### src/verilog/ipdp_cfg.svh
`ifndef IPDP_CFG_SVH
`define IPDP_CFG_SVH

// ----------------------------------------------------------------
// register offsets
// ----------------------------------------------------------------
`define IPDP_OFS_LIMIT_LOW   12'h060
`define IPDP_OFS_LIMIT_HIGH  12'h061
`define IPDP_OFS_AVG_CTRL    12'h062
`define IPDP_OFS_POWER_LOW   12'h063
`define IPDP_OFS_POWER_HIGH  12'h064

// ----------------------------------------------------------------
// field layout and reset values
// ----------------------------------------------------------------
`define IPDP_ENABLE_BIT      7
`define IPDP_EXP_MSB         3
`define IPDP_HIGH_MSB        4
`define IPDP_LIMIT_RESET     13'h0000
`define IPDP_EXP_RESET       4'h0
`define IPDP_RDATA_RESET     8'h00

// ----------------------------------------------------------------
// arithmetic
// ----------------------------------------------------------------
`define IPDP_DATA_MSB        15
`define IPDP_DATA_LSB        10
`define IPDP_WIN_BASE        5'h09
`define IPDP_EXP_MAX         4'ha

`endif

### src/verilog/ipdp_pkg.sv
package ipdp_pkg;

   typedef struct packed {
      logic [11:0] power;
      logic        valid;
   } ipdp_calc_state_t;

   typedef struct packed {
      logic [12:0] limit;
      logic        avg_on;
      logic [3:0]  win_exp;
      logic [30:0] acc;
      logic [18:0] cnt;
      logic [12:0] level;
      logic        flag;
      logic [7:0]  rdata;
   } ipdp_core_state_t;

endpackage

### src/verilog/ipdp_calc_if.sv
`timescale 1ns/10ps

interface ipdp_calc_if;
   logic [15:0] i_sample;
   logic [15:0] q_sample;
   logic        sample_valid;
   logic [11:0] power;
   logic        power_valid;

   modport calc (
      input  i_sample,
      input  q_sample,
      input  sample_valid,
      output power,
      output power_valid
   );

   modport core (
      output i_sample,
      output q_sample,
      output sample_valid,
      input  power,
      input  power_valid
   );
endinterface

### src/verilog/ipdp_power_calc.sv
`timescale 1ns/10ps
`include "ipdp_cfg.svh"

module ipdp_power_calc (
   input wire logic clock_i,
   input wire logic srst_i,
   ipdp_calc_if.calc cif
);

   ipdp_pkg::ipdp_calc_state_t state_r;
   ipdp_pkg::ipdp_calc_state_t state_nxt;

   logic signed [5:0]  i_top;
   logic signed [5:0]  q_top;
   logic signed [11:0] i_sq;
   logic signed [11:0] q_sq;

   // ----------------------------------------------------------------
   // i^2 + q^2 on the six top bits
   // ----------------------------------------------------------------
   always_comb begin
      i_top = cif.i_sample[`IPDP_DATA_MSB:`IPDP_DATA_LSB];
      q_top = cif.q_sample[`IPDP_DATA_MSB:`IPDP_DATA_LSB];
      i_sq  = i_top * i_top;
      q_sq  = q_top * q_top;
      state_nxt       = state_r;
      state_nxt.valid = cif.sample_valid;
      if (cif.sample_valid) begin
         // both squares are at most 1024, so the sum fits 12 bits
         state_nxt.power = 12'(unsigned'(i_sq) + unsigned'(q_sq));
      end
   end

   always_ff @(posedge clock_i) begin
      if (srst_i) begin
         state_r <= '0;
      end else begin
         state_r <= state_nxt;
      end
   end

   assign cif.power       = state_r.power;
   assign cif.power_valid = state_r.valid;

endmodule

### src/verilog/ipdp_top.sv
`timescale 1ns/10ps
`include "ipdp_cfg.svh"

// Notes on behaviour
// - a 13-bit power limit is kept, low byte at one offset and five upper bits at the next.
// - when the averaged power crosses the limit the overpower guard flag goes high.
// - averaging runs only while the enable bit 7 of the averaging control register is one.
// - the window exponent (0 to 10) averages over 2^(9+exp) I/Q pairs.
// - before the limit is crossed the measured power reads the current average.
// - once crossed the readback freezes at the peak until the power interrupt is cleared.
// - only the six top bits of each I and Q sample feed the power calculation.

module ipdp_top (
   input  wire logic        clock_i,
   input  wire logic        srst_i,
   input  wire logic [15:0] i_sample_i,
   input  wire logic [15:0] q_sample_i,
   input  wire logic        sample_valid_i,
   input  wire logic [11:0] reg_addr_i,
   input  wire logic        reg_wr_i,
   input  wire logic        reg_rd_i,
   input  wire logic [7:0]  reg_wdata_i,
   input  wire logic        irq_clear_i,
   output      logic [7:0]  reg_rdata_o,
   output      logic        overpower_guard_flag_o
);

   ipdp_pkg::ipdp_core_state_t state_r;
   ipdp_pkg::ipdp_core_state_t state_nxt;

   ipdp_calc_if cif ();

   assign cif.i_sample     = i_sample_i;
   assign cif.q_sample     = q_sample_i;
   assign cif.sample_valid = sample_valid_i;

   ipdp_power_calc u_calc (
      .clock_i (clock_i),
      .srst_i  (srst_i),
      .cif     (cif)
   );

   logic [3:0]  exp_eff;
   logic [4:0]  win_shift;
   logic [18:0] cnt_last;
   logic [30:0] acc_sum;
   logic [12:0] new_avg;
   logic        win_done;
   logic        crossed;

   // ----------------------------------------------------------------
   // next state
   // ----------------------------------------------------------------
   always_comb begin
      state_nxt = state_r;

      // out-of-range exponents act as the largest window
      exp_eff   = (state_r.win_exp > `IPDP_EXP_MAX) ? `IPDP_EXP_MAX : state_r.win_exp;
      win_shift = `IPDP_WIN_BASE + 5'(exp_eff);
      cnt_last  = 19'((32'h1 << win_shift) - 32'h1);
      acc_sum   = state_r.acc + 31'(cif.power);
      // block average: a true sliding window would need 2^19 samples of history
      new_avg   = 13'(acc_sum >> win_shift);
      win_done  = state_r.avg_on && cif.power_valid && (state_r.cnt == cnt_last);
      crossed   = win_done && (new_avg > state_r.limit);

      // averaging engine
      if (!state_r.avg_on) begin
         state_nxt.acc = '0;
         state_nxt.cnt = '0;
      end else if (cif.power_valid) begin
         if (win_done) begin
            state_nxt.acc = '0;
            state_nxt.cnt = '0;
         end else begin
            state_nxt.acc = acc_sum;
            state_nxt.cnt = state_r.cnt + 19'h1;
         end
      end

      // readback level: live or frozen peak
      if (win_done) begin
         if (state_r.flag || crossed) begin
            if (new_avg > state_r.level || !state_r.flag) begin
               state_nxt.level = new_avg;
            end
         end else begin
            state_nxt.level = new_avg;
         end
      end

      // flag: a crossing in the clear cycle wins
      if (crossed) begin
         state_nxt.flag = 1'b1;
      end else if (irq_clear_i) begin
         state_nxt.flag = 1'b0;
      end

      // register writes
      if (reg_wr_i) begin
         unique case (reg_addr_i)
            `IPDP_OFS_LIMIT_LOW: begin
               state_nxt.limit[7:0] = reg_wdata_i;
            end
            `IPDP_OFS_LIMIT_HIGH: begin
               state_nxt.limit[12:8] = reg_wdata_i[`IPDP_HIGH_MSB:0];
            end
            `IPDP_OFS_AVG_CTRL: begin
               state_nxt.avg_on  = reg_wdata_i[`IPDP_ENABLE_BIT];
               state_nxt.win_exp = reg_wdata_i[`IPDP_EXP_MSB:0];
            end
            default: begin
            end
         endcase
      end

      // register reads, one cycle latency, unmapped reads zero
      if (reg_rd_i) begin
         unique case (reg_addr_i)
            `IPDP_OFS_LIMIT_LOW: begin
               state_nxt.rdata = state_r.limit[7:0];
            end
            `IPDP_OFS_LIMIT_HIGH: begin
               state_nxt.rdata = {3'h0, state_r.limit[12:8]};
            end
            `IPDP_OFS_AVG_CTRL: begin
               state_nxt.rdata = {state_r.avg_on, 3'h0, state_r.win_exp};
            end
            `IPDP_OFS_POWER_LOW: begin
               state_nxt.rdata = state_r.level[7:0];
            end
            `IPDP_OFS_POWER_HIGH: begin
               state_nxt.rdata = {3'h0, state_r.level[12:8]};
            end
            default: begin
               state_nxt.rdata = `IPDP_RDATA_RESET;
            end
         endcase
      end
   end

   // ----------------------------------------------------------------
   // state register
   // ----------------------------------------------------------------
   always_ff @(posedge clock_i) begin
      if (srst_i) begin
         state_r         <= '0;
         state_r.limit   <= `IPDP_LIMIT_RESET;
         state_r.win_exp <= `IPDP_EXP_RESET;
         state_r.rdata   <= `IPDP_RDATA_RESET;
      end else begin
         state_r <= state_nxt;
      end
   end

   assign reg_rdata_o            = state_r.rdata;
   assign overpower_guard_flag_o = state_r.flag;

endmodule

### config.mk
export PLATFORM = sky130hd
export DESIGN_NAME = ipdp_top
export DESIGN_NICKNAME = d
export VERILOG_FILES = /design/src/verilog/ipdp_pkg.sv /design/src/verilog/ipdp_calc_if.sv /design/src/verilog/ipdp_power_calc.sv /design/src/verilog/ipdp_top.sv
export VERILOG_INCLUDE_DIRS = /design/src /design/src/verilog
export SDC_FILE = /design/constraint.sdc
export NUM_CORES = 1
export LEC_CHECK = 0
export ABC_AREA = 1
export ABC_CLOCK_PERIOD_IN_PS = 6550
export BUFFER_PORTS_ARGS = -buffer_cell sky130_fd_sc_hd__buf_2
export CAP_MARGIN = 20
export CORE_ASPECT_RATIO = 1.4
export CORE_MARGIN = 1
export CORE_UTILIZATION = 64
export CTS_BUF_LIST = sky130_fd_sc_hd__clkbuf_4
export CTS_CLUSTER_SIZE = 12
export DETAILED_ROUTE_END_ITERATION = 6
export GPL_ROUTABILITY_DRIVEN = 0
export PLACE_DENSITY = 0.9
export SETUP_SLACK_MARGIN = 0.4
export SLEW_MARGIN = 20
export SYNTH_ARGS = -nofsm -noshare
export SYNTH_HDL_FRONTEND = slang
export SYNTH_SLANG_ARGS = --single-unit
export TNS_END_PERCENT = 50
### constraint.sdc
create_clock -name clock_i -period 6.55 [get_ports clock_i]
set_input_delay 0.3275 -clock clock_i [delete_from_list [all_inputs] [get_ports clock_i]]
set_output_delay 0.3275 -clock clock_i [all_outputs]
set_load 0.01 [all_outputs]
==> flow_summary.yaml, run 1 <==
setup_path:
  startpoint: "q_sample_i[15]"
  critPathBufInv: 5
  cp.required_ns: 6.94
  worst-setup-path-type: "in2reg"
  cp-start-kind: "input pin"
  path_cells: "buf_2 > inv_1 > nor2_1 > fa_1 > fa_1 > fa_1 > inv_1 > fa_1 > inv_1 > fa_1 > fa_1 > ha_1 > inv_1 > fa_1 > o21ai_0 > nand2_1 > nand2_1 > a21oi_1 > xor2_1 > xor2_1 > a21oi_1"
  regToRegStartpoint: "state_r[41]"
  crit_top_cell: "fa_1"
  crit_arrival_ns: 5.58
  worst_path_largest_cell_delay_ns: 0.55
  path_max_fanout: 9
  path_delay_family: "adder cells"
  endpoint_kind: "flip-flop"
  slowest_stage: "fa_1"
synth:
  synth_edf_count: 0
  syn_area_per_cell_um2: 6.54
  netlist_area_mm2: 0.00990
  synthCells: 1514
  async_flop_share_pct: 0
  ys_seq_area_share_pct: 20.8
  ys_ff_latch: 103
  synthDistinctLibCells: 42
  synthFlopType: "dfxtp_1"
  synth_warnings: 0
grt:
  grt_max_degree: 42
  grt_use_total_pct: 33.2
  grt_pass1_vias: 9605
  grt_pass1_wl_um: 42600
  grt_overflow: 0
  antenna_found_initial: 1
cts:
  cts.path.max_buffers: 2
  cts_resized: 0
  h-tree-depth: 3
  cts_tree: "yes"
  clk_latency_ns: 0.51
  holdBufCountCts: 0
  cts.clk_slew.worst_paths_ns: 0.19
  postCtsSetupRepairBufs: 0
  cts_root_buf: "clkbuf_4"
  clkSinkCount: 103
  cts_buffers: 9
final_layout:
  stdcell_area_mm2: 0.0103
  nNetsFinal: 1720
  drive_above_1_share_pct: 5.61
  instances_no_fill: 1727
  area_delta_synth_final_pct: 4.07
sta:
  finalHoldViolCount: 0
  finalSetupViolations: 0
  setup-tns-final_ns: 0
  min_period_ns: 5.19
  finalWorstSetupSlack_ns: 1.36
  max-slew-margin-rel_pct: 25.9
  final.setup_skew_ns: 0.0343
  drv_slew: 0
  finalCritPeriodShare_pct: 79.3
  worst_pin_slew_ns: 1.11
  rsz0062_at_grt: "false"
  max_freq_mhz: 193
placement:
  dp.cells: 1710
  hpwl_um: 20200
  numPortBuffers: 46
  placed_area_mm2: 0.0102
  dp_slack_ns: 0.875
routing:
  drt_first_iter_violations: 743
  routed_via_density: 5.74
  detail_route.wirelength_um: 25400
  drtAntennaViolNets: 0
  drt_first_pass_iters: 5
  drc_errors: 0
  wire_per_inst_um: 14.7
  vias: 9914
floorplan:
  ioPinCount: 67
  die_h_um: 149
  core_area_mm2: 0.0151
  rows: 53
  die_w_um: 107
  initial_core_util_pct: 65.8
  die_area_mm2: 0.0160
run_status:
  status: "finished, final reports clean"
pwr:
  p_leak_nw: 5.07
  vdd_drop_max_mv: 0.235
  powerDensity_mw_per_mm2: 228
run:
  max_cap_violations: 0
worst_hold_path:
  hold_start: "irq_clear_i"
  hp-class: "in2reg"
-- sequential cells by signal, indices dropped and copies added (netlist names) --
| signal | flops |
|---|---|
| state_r | 81 |
| overpower_guard_flag_o | 1 |
| u_calc.cif.power | 12 |
| reg_rdata_o | 8 |
| u_calc.cif.power_valid | 1 |
-- logic make-up (layout without fill, tap and decap cells) --
| family | count (synthesis) | after routing | synth area share [%] |
|---|---|---|---|
| flip-flops | 103 | 103 | 20.8 |
| buffers and inverters | 302 | 321 | 12.1 |
| AO/OA/AOI/OAI | 185 | 185 | 10.1 |
| XOR/XNOR | 34 | 34 | 3.01 |
| adder cells (fa/ha/maj) | 133 | 133 | 21.1 |
| AND/OR/NAND/NOR | 756 | 756 | 32.9 |
| other | 1 | 3 | 0.0379 |
-- per-layer routing --
layer | share of wire (%) | routed length, µm | global-route usage, % | vias to the layer above
li1 | - | - | - | 4884
met4 | 5.7 | 1450 | 21.2 | 0
met3 | 5.3 | 1350 | 4.54 | 109
met2 | 52 | 13200 | 61.7 | 409
met5 | 0 | 0 | 0 | -
met1 | 37 | 9400 | 34.7 | 4512
-- final timing paths --
path | to | slack (ns) | cells after the start
worst max-delay path | u_calc.cif.power[11] | 1.36 | 21
worst min-delay path | overpower_guard_flag_o | 0.04 | 4
worst max register to register | state_r[15] | 2.00 | 24
worst min register to register | reg_rdata_o[4] | 0.47 | 2
-- area by class of cell --
type                            instances  area [µm²]
Tap cell                              192         240
Antenna cell                            1        2.50
Timing Repair Buffer                   49         253
Sequential cell                       103        2060
Clock inverter                          7        72.6
Clock buffer                            9        67.6
Inverter                              256         961
Fill cell                            1279        4750
Multi-Input combinational cell       1110        6650
-- power by group --
group	total [mW]	switching [mW]	internal (mW)
combinational	1.33	0.756	0.578
sequential	0.666	0.0140	0.652
clock	0.348	0.258	0.0899
-- worst register-to-register path, cell delays in order (launching register included) --
cell,delay [ns]
dfxtp_1,0.36
ha_1,0.25
fa_1,0.48
nand3_1,0.11
nand3_1,0.14
nand3_1,0.13
nand3_1,0.24
nand3b_1,0.25
nand3_1,0.14
nand3_1,0.17
nand3_1,0.10
nand3_1,0.13
inv_1,0.09
ha_1,0.34
nand2_1,0.10
o21a_1,0.20
o31ai_1,0.08
nand3_1,0.10
nand2_1,0.07
nand2_1,0.05
nand2_1,0.11
nand4_1,0.43
nand2_1,0.18
nand2_1,0.07
a21oi_1,0.16
-- placed cells by master, fill, tap and decap left out, types with 9 or more instances in the layout --
cell and instances:
a21oi_1 99, buf_2 46, clkbuf_4 9, dfxtp_1 103
fa_1 57, ha_1 76, inv_1 246, nand2_1 384
nand3_1 165, nand4_1 35, nor2_1 125, nor3_1 20
o21ai_0 49, o22ai_1 14, xnor2_1 13, xor2_1 21
-- cell usage after synthesis (2+ instances only) --
| master | n | area (µm²) |
|---|---|---|
| a211oi_1 | 6 | 45.0 |
| a21oi_1 | 99 | 495 |
| buf_1 | 3 | 11.3 |
| buf_2 | 8 | 40.0 |
| buf_4 | 12 | 90.1 |
| clkbuf_1 | 21 | 78.8 |
| clkinv_1 | 2 | 7.51 |
| dfxtp_1 | 103 | 2060 |
| fa_1 | 57 | 1140 |
| ha_1 | 76 | 951 |
| inv_1 | 247 | 927 |
| inv_2 | 7 | 26.3 |
| nand2_1 | 384 | 1440 |
| nand3_1 | 165 | 826 |
| nand3b_1 | 8 | 60.1 |
| nand4_1 | 35 | 219 |
| nor2_1 | 125 | 469 |
| nor2_4 | 3 | 33.8 |
| nor3_1 | 20 | 100 |
| nor4_1 | 4 | 25.0 |
| o211ai_1 | 2 | 15.0 |
| o21ai_0 | 49 | 245 |
| o21ai_1 | 4 | 20.0 |
| o221ai_1 | 2 | 17.5 |
| o22ai_1 | 14 | 87.6 |
| o31ai_1 | 4 | 30.0 |
| or2_1 | 2 | 12.5 |
| or2_2 | 6 | 37.5 |
| xnor2_1 | 13 | 114 |
| xor2_1 | 21 | 184 |
-- metrics by stage --
stage	hold slack, ns	total power, mW	util [%]
2_1_floorplan	0.444	1.72	-
3_3_place_gp	0.452	1.92	67.5
3_5_place_dp	0.456	2.00	67.5
4_1_cts	0.0365	2.34	68.5
5_1_grt	0.0525	2.58	68.5
6_report	0.0433	2.35	68.5
No activity file was read; power rests on OpenSTA's default activity.
==> run 2: changes to the inputs <==
--- a/config.mk
+++ b/config.mk
@@ -7,17 +7,17 @@
 export NUM_CORES = 1
 export LEC_CHECK = 0
 export ABC_AREA = 1
-export ABC_CLOCK_PERIOD_IN_PS = 6550
+export ABC_CLOCK_PERIOD_IN_PS = 4300
 export BUFFER_PORTS_ARGS = -buffer_cell sky130_fd_sc_hd__buf_2
 export CAP_MARGIN = 20
 export CORE_ASPECT_RATIO = 1.4
 export CORE_MARGIN = 1
-export CORE_UTILIZATION = 64
+export CORE_UTILIZATION = 58
 export CTS_BUF_LIST = sky130_fd_sc_hd__clkbuf_4
 export CTS_CLUSTER_SIZE = 12
 export DETAILED_ROUTE_END_ITERATION = 6
 export GPL_ROUTABILITY_DRIVEN = 0
-export PLACE_DENSITY = 0.9
+export PLACE_DENSITY = 0.86
 export SETUP_SLACK_MARGIN = 0.4
 export SLEW_MARGIN = 20
 export SYNTH_ARGS = -nofsm -noshare
==> constraint.sdc (replaced) <==
create_clock -name clock_i -period 4.3 [get_ports clock_i]
set_input_delay 0.215 -clock clock_i [delete_from_list [all_inputs] [get_ports clock_i]]
set_output_delay 0.215 -clock clock_i [all_outputs]
set_load 0.01 [all_outputs]
==> flow_summary.yaml, run 2 (synthesis gave the netlist of run 1 again) <==
setup_path:
  cp.required_ns: 4.69
  endpoint_kind: "flip-flop"
  rr_worst_depth: 27
  path_max_fanout: 5
  crit_arrival_ns: 5.07
  cp-start-kind: "input pin"
  worst-setup-path-type: "in2reg"
routing:
  drt_first_pass_iters: 7
  wl_met3_um: 1750
  wl_met2_um: 15300
  drt_first_iter_violations: 940
  detail_route.wirelength_um: 30100
  highest_layer: "met4"
  met1_length_um: 10300
  drtAntennaViolNets: 0
  drc_errors: 2
  vias: 10768
  routed_via_density: 5.91
  wire_per_inst_um: 16.5
sta:
  rsz0062_at_grt: "true"
  finalWorstSetupSlack_ns: -0.377
  finalSetupViolations: 4
  finalCritPeriodShare_pct: 109
  final.setup_skew_ns: 0.0337
  timing.hold.ws_ns: -0.00270
  worst_pin_slew_ns: 0.794
  finalHoldViolCount: 1
  max-slew-margin-rel_pct: 46.9
  drv_slew: 0
  max_freq_mhz: 214
  min_period_ns: 4.68
worst_hold_path:
  hold_path_depth: 3
  hp-class: "in2reg"
cts:
  clk_latency_ns: 0.53
  clkSinkCount: 103
  h-tree-depth: 3
  cts_buffers: 9
  cts.path.max_buffers: 2
  cts_root_buf: "clkbuf_4"
  cts_tree: "yes"
  cts.clk_slew.worst_paths_ns: 0.20
final_layout:
  final_common_cell: "nand2_1"
  largest_register_ffs: 81
  final_cell_mix: "nand2_1, inv_1, nand3_1"
  top_register: "state_r"
  drive_above_1_share_pct: 19.8
  nNetsFinal: 1804
  instances_no_fill: 1822
  area_delta_synth_final_pct: 19.1
  finish.utilization_pct: 70.4
run_status:
  status: "finished, violations left"
  violations: "DRC, hold timing, setup timing"
floorplan:
  initial_core_util_pct: 59.1
  rows: 56
  core_area_mm2: 0.0167
  die_area_mm2: 0.0176
  die_h_um: 157
  die_w_um: 112
  ioPinCount: 67
grt:
  grt_overflow: 0
  grt_use_total_pct: 32.0
  antenna_found_initial: 1
  grt_max_degree: 42
  grt_pass1_wl_um: 45000
  grt_pass1_vias: 10130
pwr:
  vdd_drop_max_mv: 0.466
  powerDensity_mw_per_mm2: 435
  power_mw: 5.13
  p_leak_nw: 5.56
placement:
  dp.cells: 1777
  numPortBuffers: 46
  hpwl_um: 21000
run:
  max_cap_violations: 0
-- run 2: cell count changes in the layout (fill, tap and decap cells not counted), moves of 20 or more --
cell | before | now
nand3_2 | 0 | 24
nand3_1 | 165 | 138
buf_4 | 3 | 66
nand2_1 | 384 | 349
inv_1 | 246 | 226
ha_1 | 76 | 56
nand2_2 | 1 | 32
-- run 2: layout make-up --
type                    count  area (µm²)
flip-flops and latches    103        2080
diodes                      1        2.50
fillers                  1216        4950
inverters                 256         971
multi-input cells        1111        7320
repair buffers            132        1030
well taps                 203         254
clock buffers               9        67.6
clock inverters             7        68.8
-- run 2: metal layers --
metal  track usage (%)  vias to the layer above
li1                  -                     5054
met1              31.4                     4936
met2              60.7                      559
met3              4.07                      219
met4              25.0                        0
met5                 0                        -
-- run 2: worst paths after layout --
check	from	endpoint	slack [ns]
setup / recovery	i_sample_i[10]	u_calc.cif.power[11]	-0.38
hold reg to reg	reg_rdata_o[7]	reg_rdata_o[7]	0.48
hold / removal	reg_rd_i	reg_rdata_o[6]	-0.003
setup reg to reg	state_r[50]	state_r[10]	0.33
-- run 2: metrics by stage --
| stage | setup slack (ns) | setup TNS [ns] | hold WS [ns] | area [µm²] |
|---|---|---|---|---|
| detailed placement | -0.834 | -3.24 | 0.454 | 10700 |
| global placement | -0.713 | -2.75 | 0.451 | 10700 |
| CTS | -0.261 | -0.357 | 0.00889 | 11100 |
| finish | -0.377 | -0.815 | -0.00270 | 11800 |
| floorplan | -0.490 | -0.849 | 0.375 | 9950 |
| global route | -0.515 | -1.41 | 0.0281 | 11800 |
-- run 2: critical path: stages --
cell and delay, ns:
buf_8 0.11, buf_6 0.12, nand2_2 0.08, inv_2 0.06, fa_2 0.40, fa_1 0.49
fa_1 0.51, inv_2 0.04, fa_1 0.52, inv_1 0.05, fa_2 0.46, fa_1 0.60
ha_2 0.18, inv_2 0.04, fa_2 0.36, o21ai_2 0.15, nand2_1 0.06, nand2_1 0.08
a21oi_2 0.06, xor2_1 0.19, xor2_1 0.20, a21oi_1 0.09
-- run 2: power by group --
| group | internal, mW | switching [mW] | total, mW |
|---|---|---|---|
| sequential | 0.997 | 0.0359 | 1.03 |
| clock | 0.139 | 0.398 | 0.536 |
| combinational | 1.78 | 1.78 | 3.56 |
-- run 2: repair_timing --
action,4_1_cts,5_1_grt
setup endpoints to repair,19,20
gates cloned,1,1
hold buffers,8,0
setup buffers,6,12
hold endpoints to repair,11,0
resized for setup,47,161
pin swaps,39,41
